**src/verilog/bdr_pkg.sv**
```systemverilog
// Functional notes
// RULE1: Bit 6 of the dimming configuration register picks the curve, 0 linear (reset) and 1 logarithmic.
// RULE2: In logarithmic mode the table index spans 1023 codes without dithering and 8191 codes with it.
// RULE3: Bit 5 of the dimming configuration register picks analog-only (0, reset) or mixed analog and PWM dimming (1).
// RULE4: Bits 4 to 0 set the per-string current ceiling, code 0 being 2 mA and each step adding 1 mA.
// RULE5: The ceiling code resets to 10010 (20 mA) and code 11111 gives 33 mA.
// RULE6: The string enable register has one bit per string, bit 0 the first and bit 7 the eighth, 1 turning the sink on.
// RULE7: All eight string enable bits are set after reset.
// RULE8: The low brightness register holds the low brightness nibble in bits 7 to 4 and bit 0 is reserved.
// RULE9: The host writes the low brightness register before the high brightness register when it changes the low bits.
// RULE10: A written low nibble stays pending and is applied only at the next register write of any address.
// RULE11: With dithering on, the three dither bits 3 to 1 are appended below the brightness code to form a 15-bit value.
// RULE12: The host updates the dither bits in the same write sequence as the brightness code.
// RULE13: The high brightness register uses all eight bits for the upper code and resets to zero.
// RULE14: Bit 5 of the filter settings register enables dithering and resets to enabled.
// RULE15: The whole brightness value moves into the active dimming path in one clock cycle.
package bdr_pkg;

    // Register offsets
    localparam logic [7:0] BDR_ADDR_BRIGHT_HIGH = 8'h00;
    localparam logic [7:0] BDR_ADDR_DIM_CFG = 8'h03;
    localparam logic [7:0] BDR_ADDR_STRING_EN = 8'h04;
    localparam logic [7:0] BDR_ADDR_BRIGHT_LOW = 8'h05;
    localparam logic [7:0] BDR_ADDR_FILTER = 8'h09;

    // Reset values
    localparam logic [7:0] BDR_RST_BRIGHT_HIGH = 8'h00;
    localparam logic [7:0] BDR_RST_DIM_CFG = 8'h12;
    localparam logic [7:0] BDR_RST_STRING_EN = 8'hFF;
    localparam logic [7:0] BDR_RST_BRIGHT_LOW = 8'h00;
    localparam logic [7:0] BDR_RST_FILTER = 8'h24;

    // Field positions
    localparam int BDR_CFG_LOG_BIT = 6;
    localparam int BDR_CFG_METHOD_BIT = 5;
    localparam int BDR_CFG_MAXI_MSB = 4;
    localparam int BDR_LOW_NIB_MSB = 7;
    localparam int BDR_LOW_NIB_LSB = 4;
    localparam int BDR_LOW_DITH_MSB = 3;
    localparam int BDR_LOW_DITH_LSB = 1;
    localparam int BDR_FILTER_DITHER_BIT = 5;

    // Widths and spans
    localparam int BDR_CODE_W = 12;
    localparam int BDR_DITH_W = 3;
    localparam int BDR_DIM_W = 15;
    localparam int BDR_LUT_W = 13;
    localparam int BDR_MAXI_W = 5;
    localparam logic [12:0] BDR_LOG_SPAN_PLAIN = 13'h03FF;
    localparam logic [12:0] BDR_LOG_SPAN_DITHER = 13'h1FFF;
    localparam logic [5:0] BDR_MAXI_BASE_MA = 6'h02;

    // Serial byte framing
    localparam logic [3:0] BDR_BITS_PER_BYTE = 4'h8;

    typedef enum logic [3:0] {
        BDR_IDLE = 4'b0000,
        BDR_DEV_ADR = 4'b0001,
        BDR_DEV_ACK = 4'b0010,
        BDR_PTR = 4'b0011,
        BDR_PTR_ACK = 4'b0100,
        BDR_WDATA = 4'b0101,
        BDR_WDATA_ACK = 4'b0110,
        BDR_RDATA = 4'b0111,
        BDR_RDATA_ACK = 4'b1000
    } bdr_state_t;

endpackage

```
**src/verilog/bdr_dim_path.sv**
```systemverilog
`timescale 1ns/100ps
module bdr_dim_path (
    // Clock and reset
    input wire logic core_clk_i,
    input wire logic rst_i,
    input wire logic ce_i,
    // Active settings
    input wire logic [bdr_pkg::BDR_CODE_W-1:0] code_i,
    input wire logic [bdr_pkg::BDR_DITH_W-1:0] dither_i,
    input wire logic dither_en_i,
    input wire logic log_mode_i,
    input wire logic [bdr_pkg::BDR_MAXI_W-1:0] maxi_code_i,
    // Dimming path
    output logic [bdr_pkg::BDR_DIM_W-1:0] dim_value_o,
    output logic [bdr_pkg::BDR_LUT_W-1:0] lut_index_o,
    output logic [5:0] max_current_ma_o
);
    import bdr_pkg::*;

    logic [BDR_DIM_W-1:0] dim_w;
    logic [BDR_LUT_W-1:0] lut_w;
    logic [5:0] ma_w;

    assign dim_w = dither_en_i ? {code_i, dither_i} : {code_i, {BDR_DITH_W{1'b0}}}; // RULE11
    // Log table index: 10 bits (0..1023) plain, 13 bits (0..8191) dithered
    assign lut_w = !log_mode_i ? '0 :
                   dither_en_i ? (dim_w[BDR_DIM_W-1:2] & BDR_LOG_SPAN_DITHER) :
                   ({3'h0, code_i[BDR_CODE_W-1:2]} & BDR_LOG_SPAN_PLAIN); // RULE2
    assign ma_w = {1'b0, maxi_code_i} + BDR_MAXI_BASE_MA; // RULE4 RULE5

    always_ff @(posedge core_clk_i or posedge rst_i) begin
        if (rst_i) begin
            dim_value_o <= '0;
            lut_index_o <= '0;
            max_current_ma_o <= {1'b0, BDR_RST_DIM_CFG[BDR_CFG_MAXI_MSB:0]} + BDR_MAXI_BASE_MA; // RULE5
        end else if (ce_i) begin
            dim_value_o <= dim_w;
            lut_index_o <= lut_w;
            max_current_ma_o <= ma_w;
        end
    end

endmodule

```
**src/verilog/bdr_regs.sv**
```systemverilog
`timescale 1ns/100ps
module bdr_regs #(
    parameter logic [6:0] DEV_ADDR = 7'h3A // Arbitrary bus address
) (
    // Clock and reset
    input wire logic core_clk_i,
    input wire logic rst_i,
    input wire logic ce_i,
    // Two-wire serial bus
    input wire logic scl_i,
    input wire logic sda_i,
    output logic sda_o,
    output logic sda_oe_n_o,
    // Dimming controls
    output logic log_mode_o,
    output logic dim_method_select_o,
    output logic [bdr_pkg::BDR_MAXI_W-1:0] max_current_code_o,
    output logic [5:0] max_current_ma_o,
    output logic [7:0] string_on_mask_o,
    output logic dither_en_o,
    output logic [bdr_pkg::BDR_DIM_W-1:0] dim_value_o,
    output logic [bdr_pkg::BDR_LUT_W-1:0] lut_index_o
);
    import bdr_pkg::*;

    // Bus sampling and framing
    logic scl_q_reg, sda_q_reg, scl_p_reg, sda_p_reg;
    bdr_state_t state_reg, state_next;
    logic [3:0] cnt_reg, cnt_next;
    logic [7:0] shift_reg, shift_next;
    logic [7:0] ptr_reg, ptr_next;
    logic rw_reg, rw_next;
    logic oe_n_reg, oe_n_next;

    // Register bank
    logic [7:0] bright_high_reg, dim_cfg_reg, string_en_reg, bright_low_reg, filter_reg;
    logic pend_reg;
    logic [7:0] act_high_reg;
    logic [3:0] act_nib_reg;
    logic [2:0] act_dith_reg;

    logic scl_rise, scl_fall, start_w, stop_w, byte_full;
    logic wr_w;
    logic [7:0] rdata_w;
    logic sel_high, sel_cfg, sel_en, sel_low, sel_filt;
    logic wr_high, wr_cfg, wr_en, wr_low, wr_filt, commit_w;
    logic [BDR_CODE_W-1:0] act_code_w;

    assign scl_rise = scl_q_reg & ~scl_p_reg;
    assign scl_fall = ~scl_q_reg & scl_p_reg;
    assign start_w = scl_q_reg & scl_p_reg & sda_p_reg & ~sda_q_reg;
    assign stop_w = scl_q_reg & scl_p_reg & ~sda_p_reg & sda_q_reg;
    assign byte_full = (cnt_reg == BDR_BITS_PER_BYTE);

    assign sel_high = (ptr_reg == BDR_ADDR_BRIGHT_HIGH);
    assign sel_cfg = (ptr_reg == BDR_ADDR_DIM_CFG);
    assign sel_en = (ptr_reg == BDR_ADDR_STRING_EN);
    assign sel_low = (ptr_reg == BDR_ADDR_BRIGHT_LOW);
    assign sel_filt = (ptr_reg == BDR_ADDR_FILTER);

    // Write strobe at the falling edge that ends a data byte
    assign wr_w = (state_reg == BDR_WDATA) && scl_fall && byte_full && !start_w && !stop_w;
    assign wr_high = wr_w & sel_high;
    assign wr_cfg = wr_w & sel_cfg;
    assign wr_en = wr_w & sel_en;
    assign wr_low = wr_w & sel_low;
    assign wr_filt = wr_w & sel_filt;
    // Any register write, mapped or not, applies a pending low part
    assign commit_w = wr_w & pend_reg;

    // Active brightness code as seen by the dimming path
    assign act_code_w = {act_high_reg, act_nib_reg};

    // Unmapped offsets read as zero
    assign rdata_w = sel_high ? bright_high_reg :
                     sel_cfg ? dim_cfg_reg :
                     sel_en ? string_en_reg :
                     sel_low ? bright_low_reg :
                     sel_filt ? filter_reg : 8'h00;

    always_comb begin
        state_next = state_reg;
        cnt_next = cnt_reg;
        shift_next = shift_reg;
        ptr_next = ptr_reg;
        rw_next = rw_reg;
        oe_n_next = oe_n_reg;
        if (start_w) begin
            state_next = BDR_DEV_ADR;
            cnt_next = 4'h0;
            oe_n_next = 1'b1;
        end else if (stop_w) begin
            state_next = BDR_IDLE;
            oe_n_next = 1'b1;
        end else if (scl_rise) begin
            unique case (state_reg)
                BDR_DEV_ADR, BDR_PTR, BDR_WDATA: begin
                    if (!byte_full) begin
                        shift_next = {shift_reg[6:0], sda_q_reg};
                        cnt_next = cnt_reg + 4'h1;
                    end
                end
                BDR_RDATA: begin
                    cnt_next = cnt_reg + 4'h1;
                end
                BDR_RDATA_ACK: begin
                    cnt_next = {3'h0, sda_q_reg};
                end
                default: begin
                end
            endcase
        end else if (scl_fall) begin
            unique case (state_reg)
                BDR_IDLE: begin
                end
                BDR_DEV_ADR: begin
                    if (byte_full) begin
                        if (shift_reg[7:1] == DEV_ADDR) begin
                            rw_next = shift_reg[0];
                            oe_n_next = 1'b0;
                            state_next = BDR_DEV_ACK;
                        end else begin
                            state_next = BDR_IDLE;
                        end
                    end
                end
                BDR_DEV_ACK: begin
                    cnt_next = 4'h0;
                    if (rw_reg) begin
                        shift_next = rdata_w;
                        oe_n_next = rdata_w[7];
                        state_next = BDR_RDATA;
                    end else begin
                        oe_n_next = 1'b1;
                        state_next = BDR_PTR;
                    end
                end
                BDR_PTR: begin
                    if (byte_full) begin
                        ptr_next = shift_reg;
                        oe_n_next = 1'b0;
                        state_next = BDR_PTR_ACK;
                    end
                end
                BDR_PTR_ACK, BDR_WDATA_ACK: begin
                    oe_n_next = 1'b1;
                    cnt_next = 4'h0;
                    state_next = BDR_WDATA;
                end
                BDR_WDATA: begin
                    if (byte_full) begin
                        ptr_next = ptr_reg + 8'h01;
                        oe_n_next = 1'b0;
                        state_next = BDR_WDATA_ACK;
                    end
                end
                BDR_RDATA: begin
                    if (byte_full) begin
                        ptr_next = ptr_reg + 8'h01;
                        oe_n_next = 1'b1;
                        state_next = BDR_RDATA_ACK;
                    end else begin
                        shift_next = {shift_reg[6:0], 1'b0};
                        oe_n_next = shift_reg[6];
                    end
                end
                BDR_RDATA_ACK: begin
                    if (cnt_reg[0]) begin
                        state_next = BDR_IDLE;
                    end else begin
                        cnt_next = 4'h0;
                        shift_next = rdata_w;
                        oe_n_next = rdata_w[7];
                        state_next = BDR_RDATA;
                    end
                end
                default: begin
                    state_next = BDR_IDLE;
                    oe_n_next = 1'b1;
                end
            endcase
        end
    end

    always_ff @(posedge core_clk_i or posedge rst_i) begin
        if (rst_i) begin
            scl_q_reg <= 1'b1;
            sda_q_reg <= 1'b1;
            scl_p_reg <= 1'b1;
            sda_p_reg <= 1'b1;
        end else if (ce_i) begin
            scl_q_reg <= scl_i;
            sda_q_reg <= sda_i;
            scl_p_reg <= scl_q_reg;
            sda_p_reg <= sda_q_reg;
        end
    end

    always_ff @(posedge core_clk_i or posedge rst_i) begin
        if (rst_i) begin
            state_reg <= BDR_IDLE;
            cnt_reg <= 4'h0;
            shift_reg <= 8'h00;
            ptr_reg <= 8'h00;
            rw_reg <= 1'b0;
            oe_n_reg <= 1'b1;
        end else if (ce_i) begin
            state_reg <= state_next;
            cnt_reg <= cnt_next;
            shift_reg <= shift_next;
            ptr_reg <= ptr_next;
            rw_reg <= rw_next;
            oe_n_reg <= oe_n_next;
        end
    end

    // Register writes, one short block per register
    always_ff @(posedge core_clk_i or posedge rst_i) begin
        if (rst_i) begin
            bright_high_reg <= BDR_RST_BRIGHT_HIGH; // RULE13
        end else if (ce_i && wr_high) begin
            bright_high_reg <= shift_reg; // RULE13
        end
    end

    always_ff @(posedge core_clk_i or posedge rst_i) begin
        if (rst_i) begin
            dim_cfg_reg <= BDR_RST_DIM_CFG; // RULE1 RULE3 RULE5
        end else if (ce_i && wr_cfg) begin
            dim_cfg_reg <= {1'b0, shift_reg[6:0]}; // RULE1 RULE3 RULE4
        end
    end

    always_ff @(posedge core_clk_i or posedge rst_i) begin
        if (rst_i) begin
            string_en_reg <= BDR_RST_STRING_EN; // RULE7
        end else if (ce_i && wr_en) begin
            string_en_reg <= shift_reg; // RULE6
        end
    end

    always_ff @(posedge core_clk_i or posedge rst_i) begin
        if (rst_i) begin
            bright_low_reg <= BDR_RST_BRIGHT_LOW;
        end else if (ce_i && wr_low) begin
            bright_low_reg <= {shift_reg[7:1], 1'b0}; // RULE8
        end
    end

    always_ff @(posedge core_clk_i or posedge rst_i) begin
        if (rst_i) begin
            filter_reg <= BDR_RST_FILTER; // RULE14
        end else if (ce_i && wr_filt) begin
            filter_reg <= shift_reg;
        end
    end

    // Pending low part and the active brightness, all moved on one edge
    always_ff @(posedge core_clk_i or posedge rst_i) begin
        if (rst_i) begin
            pend_reg <= 1'b0;
            act_high_reg <= BDR_RST_BRIGHT_HIGH;
            act_nib_reg <= 4'h0;
            act_dith_reg <= 3'h0;
        end else if (ce_i && wr_w) begin
            pend_reg <= sel_low; // RULE10
            if (commit_w) begin
                act_nib_reg <= bright_low_reg[BDR_LOW_NIB_MSB:BDR_LOW_NIB_LSB]; // RULE10 RULE15
                act_dith_reg <= bright_low_reg[BDR_LOW_DITH_MSB:BDR_LOW_DITH_LSB]; // RULE15
            end
            if (sel_high) begin
                act_high_reg <= shift_reg; // RULE15
            end
        end
    end

    always_ff @(posedge core_clk_i or posedge rst_i) begin
        if (rst_i) begin
            sda_o <= 1'b0;
            sda_oe_n_o <= 1'b1;
            log_mode_o <= 1'b0;
            dim_method_select_o <= 1'b0;
            max_current_code_o <= BDR_RST_DIM_CFG[BDR_CFG_MAXI_MSB:0];
            string_on_mask_o <= BDR_RST_STRING_EN;
            dither_en_o <= BDR_RST_FILTER[BDR_FILTER_DITHER_BIT];
        end else if (ce_i) begin
            sda_o <= 1'b0;
            sda_oe_n_o <= oe_n_next;
            log_mode_o <= dim_cfg_reg[BDR_CFG_LOG_BIT]; // RULE1
            dim_method_select_o <= dim_cfg_reg[BDR_CFG_METHOD_BIT]; // RULE3
            max_current_code_o <= dim_cfg_reg[BDR_CFG_MAXI_MSB:0]; // RULE4
            string_on_mask_o <= string_en_reg; // RULE6
            dither_en_o <= filter_reg[BDR_FILTER_DITHER_BIT]; // RULE14
        end
    end

    bdr_dim_path u_dim_path (
        .core_clk_i(core_clk_i),
        .rst_i(rst_i),
        .ce_i(ce_i),
        .code_i(act_code_w),
        .dither_i(act_dith_reg),
        .dither_en_i(filter_reg[BDR_FILTER_DITHER_BIT]),
        .log_mode_i(dim_cfg_reg[BDR_CFG_LOG_BIT]),
        .maxi_code_i(dim_cfg_reg[BDR_CFG_MAXI_MSB:0]),
        .dim_value_o(dim_value_o),
        .lut_index_o(lut_index_o),
        .max_current_ma_o(max_current_ma_o)
    );

endmodule

```
**config.mk**
```make
export PLATFORM = sky130hd
export DESIGN_NAME = bdr_regs
export DESIGN_NICKNAME = d
export VERILOG_FILES = /design/src/verilog/bdr_pkg.sv /design/src/verilog/bdr_dim_path.sv /design/src/verilog/bdr_regs.sv
export SDC_FILE = /design/constraint.sdc
export NUM_CORES = 1
export LEC_CHECK = 0
export ABC_CLOCK_PERIOD_IN_PS = 5650
export BUFFER_PORTS_ARGS = -buffer_cell sky130_fd_sc_hd__buf_2
export CAP_MARGIN = 20
export CORE_ASPECT_RATIO = 0.8
export CORE_UTILIZATION = 45
export DETAILED_ROUTE_END_ITERATION = 10
export PLACE_DENSITY = 0.73
export SLEW_MARGIN = 20
export SYNTH_ARGS = -nofsm -noshare
export SYNTH_HDL_FRONTEND = slang
export SYNTH_SLANG_ARGS = --single-unit
```
**constraint.sdc**
```tcl
create_clock -name core_clk_i -period 5.65 [get_ports core_clk_i]
set_input_delay 0.565 -clock core_clk_i [delete_from_list [all_inputs] [get_ports core_clk_i]]
set_output_delay 0.565 -clock core_clk_i [all_outputs]
set_load 0.01 [all_outputs]
```
==> results_dict.tcl, run 1 <==
set metrics [dict create \
    status "finished clean" \
    syn_area_per_cell_um2 11.2 \
    setup_viol 0 \
    reg.largest.list "u_dim_path.dim_value_o x15, u_dim_path.lut_index_o x13" \
    startpoint_type "flip-flop" \
    syn-cell-area_um2 6570 \
    portBuffers 55 \
    drv_slew 0 \
    die_w_um 137 \
    dp_slack_ns 2.21 \
    yosys_warnings 0 \
    die_y_um 110 \
    grt_pass1_wl_mm 25.6 \
    clockPowerShare_pct 40.4 \
    grt_pass1_vias 4864 \
    drv_cap 0 \
    place_congestion 0.915 \
    synth_compound_area_share_pct 12.4 \
    synth_xor_area_share_pct 0.533 \
    synth_edf_count 0 \
    track_usage_pct 22.4 \
    dr.pass1.iters 5 \
    n_fill_cell 1261 \
    cts-resized-gates 0 \
    synth-main-ff-cell "dfrtp_1" \
    largest_reg_flops 15 \
    p_seq_share_pct 45.9 \
    synthAdderAreaFrac_pct 1.71 \
    p_comb_share_pct 13.7 \
    area_growth_pct 13.1 \
    clock_latency_ns 0.41 \
    crit_type "flip-flop to flip-flop" \
    postPlaceCellArea_um2 6910 \
    clock-sinks 133 \
    setup_slack_ns 2.59 \
    syn_inst 588 \
    cts_buffer_depth 2 \
    synthTopCellsByCount "dfrtp_1 (103), mux2_2 (80), nand2_1 (44), inv_1 (36), o21ai_0 (36)" \
    totalWireLength_mm 15.5 \
    worst_pin_slew_ns 0.939 \
    die_area_um2 15100 \
    antenna_left 0 \
    drcViolationCount 0 \
    swShare_pct 29.6 \
    p_leak_nw 3.39 \
    hold_ws_ns 0.355 \
    first_iter_violations 466 \
    wl_per_cell_um 18.9 \
    hpwl_mm 10.4 \
    largest-register "u_dim_path.dim_value_o" \
    end_kind "flip-flop" \
    cp_max_fo 16 \
    syn_nets 602 \
    post-synth-top-count-cell "dfrtp_1" \
    fmax_ghz 0.326 \
    required_ns 5.94 \
    worstPathArrival_ns 3.36 \
    route.vias.total 4821 \
    final_nets 637 \
    min_path_type "input port to async pin" \
    intPower_mw 1.73 \
    io_pins 57 \
    ys_types 70 \
    final-instance-count-excl-fill 820 \
    synthMuxAreaShare_pct 17.6 \
    numCtsBuffers 17 \
    tritoncts "yes" \
    synth_seq_cells 133 \
    path_clk_slew_ns 0.05 \
    start_util_pct 46.1 \
    post_cts_buffers 0 \
    period_needed_ns 3.06 \
    ctsHtreeMaxLevel 4 \
    dp.cells 788 \
    synth_area_leaders "dfrtp_1 (39%), mux2_2 (14%), dfstp_2 (12%), o21ai_0 (2.7%), nand2_1 (2.5%)" \
    final_area_um2 7430 \
    postCtsHoldBufs 0 \
    synth-simple-area-share_pct 11.6 \
    synth_top_cell_by_area "dfrtp_1" \
    diodes 0 \
    antenna_found_initial 0 \
    ir_worst_vdd_mv 0.234 \
    grt_max_degree 77 \
    relSlewSlack_pct 37.4 \
    via_per_inst 5.88 \
    grt_overflow 0 \
    skew_ns 0.00487 \
    drive_above_1_share_pct 32.7 \
    finalHoldViolCount 0 \
    tns_ns 0 \
    cts-root-buf "clkbuf_16" \
    power_density_nw_per_um2 330 \
    fp.coreArea_um2 14200 \
    async_flop_share_pct 100 \
    rows 39 \
    synth_top_family_by_area "multiplexers" \
    rsz0062_at_grt "no" \
    synth_top_area_share_pct 39.2 \
    finalCritPeriodShare_pct 54.2 \
    ys_seq_area_share_pct 51.2 \
    power_switching_uw 726 \
]
[cells in the final DEF, fill, tap and decap left out, types with 14 or more instances in the layout]
master | Yosys | layout
a21oi_1 | 30 | 30
nor2_1 | 17 | 17
o22ai_1 | 14 | 14
nand2_1 | 44 | 44
clkbuf_16 | 0 | 17
buf_2 | 4 | 55
dfrtp_1 | 103 | 103
dfstp_2 | 30 | 30
mux2_2 | 80 | 80
nand3_1 | 16 | 16
inv_1 | 36 | 35
o21ai_0 | 36 | 36
[through the flow]
stage | utilization [%] | power, mW
floorplan | - | 1.37
global placement | 48.5 | 1.46
detailed placement | 48.5 | 1.47
CTS | 52.2 | 2.47
global route | 52.2 | 2.57
finish | 52.2 | 2.46
[routing by layer]
metal / track usage (%) / wire length (µm) / share of wire (%)
met3: 6.36 / 805 / 5.2
met4: 6.20 / 204 / 1.3
met1: 30.5 / 7320 / 47
met5: 0 / 0 / 0
met2: 35.1 / 7150 / 46
[worst max-delay path, stage by stage (launching register included)]
cell,delay [ns]
dfrtp_1,0.50
inv_1,0.14
ha_1,0.17
and3b_1,0.19
nand2_1,0.19
nor4_4,0.60
and3_1,0.73
mux2_2,0.41
[final timing paths]
path	from	end	slack (ns)	depth (start not counted)
setup / recovery	cnt_reg[0]	bright_high_reg[2]	2.59	7
hold / removal	rst_i	u_dim_path.dim_value_o[0]	0.35	2
setup reg to reg	cnt_reg[0]	bright_high_reg[2]	2.59	7
hold reg to reg	bright_high_reg[0]	bright_high_reg[0]	0.50	1
max in group asynchronous	rst_i	u_dim_path.dim_value_o[2]	4.02	3
min in group core_clk_i	scl_i	scl_q_reg	0.37	3
[cell type report]
type	count	area (µm²)	share of cell area, %
sequential	133	3370	45.3
clock inverter	10	83.8	1.13
clock buffer	22	444	5.97
multi-input combinational	378	2880	38.8
inverter	36	138	1.85
tap	184	230	3.10
timing repair buffer	57	290	3.90
[logic make-up after synthesis]
family          count (synthesis)
buf+inv                        77
compound gates                128
xor+xnor                        4
fa+ha+maj                       9
flops                         133
other cells                     1
simple gates                  132
mux                           104
[power groups by stage]
stage | logic (mW) | registers (mW) | clock network (mW)
after floorplan | 0.316 | 1.05 | 0
after global placement | 0.322 | 1.14 | 0
after detailed placement | 0.332 | 1.14 | 0
after CTS | 0.334 | 1.12 | 1.02
after global routing | 0.377 | 1.13 | 1.06
final | 0.337 | 1.13 | 0.992
(Power assumes the default switching activity.)
==> run 2: changes to the inputs <==
Settings changed: ABC_CLOCK_PERIOD_IN_PS 5650 to 2900.
Clock period 5.65 ns to 2.9 ns, I/O delays scaled along.
==> results_dict.tcl, run 2 (synthesized netlist as in run 1, its figures left out) <==
set metrics [dict create \
    fmax_ghz 0.399 \
    drive_above_1_share_pct 34.5 \
    critPathBufInv 1 \
    grt_pass1_vias 4859 \
    largest-register "u_dim_path.dim_value_o" \
    final_nets 654 \
    route.vias.total 4913 \
    diodes 0 \
    worst-r2r-cell-count 7 \
    grt_pass1_wl_mm 26.4 \
    place_congestion 0.891 \
    cts_buffer_depth 2 \
    wl_per_cell_um 19.1 \
    path_depth 7 \
    totalWireLength_mm 16.0 \
    r2r_slack_ns 0.39 \
    grt_max_degree 72 \
    path_delay_family "compound AO/OA/AOI/OAI gates" \
    layout_commonest_cell "dfrtp_1" \
    endpoint "cnt_reg[3]" \
    ctsHtreeMaxLevel 4 \
    crit_start "scl_p_reg" \
    status "finished clean" \
    finalCritPeriodShare_pct 86.5 \
    die_area_um2 15100 \
    first_iter_violations 482 \
    n_fill_cell 1253 \
    tritoncts "yes" \
    reg2reg_from "scl_p_reg" \
    drv_slew 0 \
    via_per_inst 5.87 \
    p_leak_nw 3.50 \
    hpwl_mm 11.0 \
    skew_ns 0.00977 \
    rsz0062_at_grt "no" \
    grt_overflow 0 \
    die_w_um 137 \
    crit_type "flip-flop to flip-flop" \
    fp.coreArea_um2 14200 \
    clock-sinks 133 \
    area_growth_pct 16.1 \
    track_usage_pct 23.2 \
    final_cell_mix "dfrtp_1 (103), mux2_2 (80), buf_2 (55), nand2_1 (44), o21ai_0 (36)" \
    path_clk_slew_ns 0.06 \
    final-instance-count-excl-fill 837 \
    drcViolationCount 0 \
    dp.cells 805 \
    critical-path-slowest-cell "dfstp_2" \
    required_ns 3.20 \
    drv_cap 0 \
    dr.pass1.iters 6 \
    antenna_found_initial 0 \
    reg.largest.list "u_dim_path.dim_value_o x15, u_dim_path.lut_index_o x13" \
    ir_worst_vdd_mv 0.515 \
    min_path_type "input port to async pin" \
    worstReg2RegEnd "cnt_reg[3]" \
    start_util_pct 46.1 \
    tns_ns 0 \
    finalHoldViolCount 0 \
    rows 39 \
    cp_max_fo 16 \
    power_mw 5.08 \
    antenna_left 0 \
    power_density_nw_per_um2 665 \
    worstPathArrival_ns 2.81 \
    die_y_um 110 \
    hold_ws_ns 0.0290 \
    crit_chain "inv_1 -> ha_1 -> o21bai_1 -> o311ai_1 -> nor2_1 -> or3_1 -> o41ai_1" \
    cts-root-buf "clkbuf_16" \
    end_kind "flip-flop" \
    setup_viol 0 \
    worst_pin_slew_ns 0.837 \
    largest_reg_flops 15 \
    startpoint_type "flip-flop" \
    io_pins 57 \
    period_needed_ns 2.51 \
    relSlewSlack_pct 44.1 \
    clock_latency_ns 0.42 \
    max_stage_delay_ns 0.54 \
    portBuffers 55 \
    numCtsBuffers 17 \
]
## run 2: through the flow
stage | instance area (µm²) | worst slack, ns | util (%)
after CTS | 7630 | 0.293 | 53.6
after global placement | 7050 | 0.451 | 49.5
final | 7630 | 0.391 | 53.6
after detailed placement | 7050 | 0.322 | 49.5
after global routing | 7630 | 0.0944 | 53.6
after floorplan | 6580 | 0.574 | -
## run 2: worst min path at each step
stage,to,slack (ns)
6_report,u_dim_path.max_current_ma_o[1],0.03
5_1_grt,u_dim_path.dim_value_o[2],0.09
4_1_cts,u_dim_path.max_current_ma_o[1],0.04
3_5_place_dp,u_dim_path.max_current_ma_o[1],0.48
3_3_place_gp,u_dim_path.max_current_ma_o[3],0.46
2_1_floorplan,scl_q_reg,0.40
## run 2: repair_timing
action                                  CTS  global route
buffers inserted                          0             0
gates resized for setup                   0             1
hold buffers                              0             0
endpoints found under the setup margin    0             1
## run 2: where the power goes
group | switching (mW) | total, mW | internal (mW)
Clock | 0.776 | 2.15 | 1.37
Combinational | 0.524 | 0.837 | 0.313
Sequential | 0.147 | 2.10 | 1.95
Total | 1.45 | 5.08 | 3.63
## run 2: area by class of cell
class,count,area [µm²],share of cell area [%]
timing repair buffer,74,430,5.64
inverter,36,139,1.82
sequential,133,3370,44.1
multi-input combinational,378,2880,37.8
tap,184,230,3.02
clock buffer,23,458,6.00
clock inverter,9,129,1.69
## run 2: layer usage
| layer | GRT usage [%] | share of wire [%] | vias to the layer above |
|---|---|---|---|
| met1 | 32.5 | 47 | 2490 |
| met5 | 0 | 0 | - |
| met3 | 5.81 | 5.3 | 24 |
| li1 | - | - | 2233 |
| met4 | 8.63 | 1.8 | 0 |
| met2 | 34.7 | 46 | 166 |
==> run 3: changes to the inputs <==
--- a/config.mk
+++ b/config.mk
@@ -13,3 +13,3 @@
 export DETAILED_ROUTE_END_ITERATION = 10
-export PLACE_DENSITY = 0.73
+export PLACE_DENSITY_LB_ADDON = 0.1
 export SLEW_MARGIN = 20
--- a/constraint.sdc
+++ b/constraint.sdc
@@ -3,2 +3,2 @@
 set_output_delay 0.29 -clock core_clk_i [all_outputs]
-set_load 0.01 [all_outputs]
+set_load 0.02 [all_outputs]
==> results_dict.tcl, run 3 (synthesized netlist as in run 1, its figures left out) <==
set metrics [dict create \
    status "finished clean" \
    setup_viol 0 \
    min_path_type "input port to async pin" \
    rsz0062_at_grt "no" \
    critical-path-slowest-cell "dfstp_2" \
    grt_overflow 0 \
    grt_pass1_wl_mm 25.2 \
    drive_above_1_share_pct 34.1 \
    tns_ns 0 \
    post_cts_buffers 0 \
    reg.largest.list "u_dim_path.dim_value_o x15, u_dim_path.lut_index_o x13" \
    relSlewSlack_pct 39.3 \
    cts_buffer_depth 2 \
    diodes 0 \
    cts-root-buf "clkbuf_16" \
    die_area_um2 15100 \
    start_util_pct 46.1 \
    numCtsBuffers 17 \
    final_cell_mix "dfrtp_1 (103), mux2_2 (80), buf_2 (55), nand2_1 (44), o21ai_0 (36)" \
    cp_max_fo 16 \
    crit_type "flip-flop to flip-flop" \
    drv_slew 0 \
    fp.coreArea_um2 14200 \
    finalCritPeriodShare_pct 89.4 \
    tritoncts "yes" \
    clock-sinks 133 \
    rows 39 \
    antenna_found_initial 0 \
    grt_pass1_vias 4724 \
    path_clk_slew_ns 0.05 \
    grt_max_degree 134 \
    dr.pass1.iters 5 \
    period_needed_ns 2.59 \
    wl_per_cell_um 18.5 \
    path_delay_family "compound AO/OA/AOI/OAI gates" \
    clock_latency_ns 0.42 \
    layout_commonest_cell "dfrtp_1" \
    hold_ws_ns 0.0627 \
    worstPathArrival_ns 2.89 \
    place_congestion 0.893 \
    via_per_inst 5.67 \
    portBuffers 55 \
    totalWireLength_mm 15.5 \
    final-instance-count-excl-fill 838 \
    drv_cap 0 \
    ctsHtreeMaxLevel 4 \
    p_leak_nw 3.49 \
    ff_latch_area_um2 3370 \
    multi_input_area_um2 2880 \
    largest_reg_flops 15 \
    power_density_nw_per_um2 651 \
    critPathBufInv 1 \
    area_growth_pct 15.9 \
    max_stage_delay_ns 0.54 \
    postPlaceCellArea_um2 7070 \
    fmax_ghz 0.386 \
    drcViolationCount 0 \
    crit_chain "inv_1 -> ha_1 -> o21bai_1 -> o311ai_0 -> nor2_1 -> or3_1 -> o41ai_1" \
    largest-register "u_dim_path.dim_value_o" \
    final_area_um2 7620 \
    cts-resized-gates 0 \
    finalHoldViolCount 0 \
    first_iter_violations 289 \
    io_pins 57 \
    die_y_um 110 \
    hpwl_mm 10.4 \
    track_usage_pct 22.3 \
    final_nets 655 \
    die_w_um 137 \
    dp.cells 806 \
    worst_pin_slew_ns 0.887 \
    required_ns 3.20 \
    ir_worst_vdd_mv 0.481 \
    route.vias.total 4751 \
    postCtsHoldBufs 0 \
    antenna_left 0 \
    fin_util_pct 53.5 \
    n_fill_cell 1319 \
    end_kind "flip-flop" \
    skew_ns 0.00818 \
    startpoint_type "flip-flop" \
]
[run 3: cell types whose count changed in the layout (fill, tap and decap cells not counted), sizes merged]
| cell | delta |
|---|---|
| bufinv | -1 |
| clkinvlp | -1 |
| clkinv | -1 |
| clkbuf | +3 |
| buf | +1 |
[run 3: final timing paths]
| kind | slack [ns] | from | cells after the start | endpoint |
|---|---|---|---|---|
| max in group asynchronous | 2.28 | rst_i | 3 | ptr_reg[6] |
| hold reg to reg | 0.49 | bright_high_reg[0] | 1 | bright_high_reg[0] |
| hold / removal | 0.06 | rst_i | 3 | u_dim_path.max_current_ma_o[1] |
| setup / recovery | 0.31 | scl_p_reg | 7 | cnt_reg[3] |
| min in group core_clk_i | 0.10 | scl_i | 3 | scl_q_reg |
| setup reg to reg | 0.31 | scl_p_reg | 7 | cnt_reg[3] |
[run 3: power breakdown]
part	switching (mW)	total (mW)	internal [mW]
logic	0.512	0.816	0.304
clock network	0.755	2.04	1.28
registers	0.157	2.10	1.95
[run 3: cell type report]
cell class,instances,share of cell area (%)
well taps,184,3.02
flip-flops and latches,133,44.2
inverters,36,1.82
clock buffers,26,6.16
repair buffers,75,5.91
clock inverters,6,1.08
multi-input cells,378,37.8
[run 3: per-layer routing]
layer / GRT usage, % / vias up / routed length [µm]
met4: 7.61 / 0 / 254
met2: 33.0 / 136 / 6740
met3: 4.85 / 25 / 897
met5: 0 / - / 0
li1: - / 2225 / -
met1: 32.3 / 2365 / 7590
[run 3: worst min-delay path: cells and delay by family]
family	cells	cell delay, ns
buf+inv	3	0.66
[run 3: metrics by stage]
step | power [mW] | setup slack [ns]
3_5_place_dp | 2.94 | 0.307
3_3_place_gp | 2.94 | 0.383
6_report | 4.96 | 0.306
4_1_cts | 5.00 | 0.323
2_1_floorplan | 2.67 | 0.574
5_1_grt | 5.19 | 0.0282
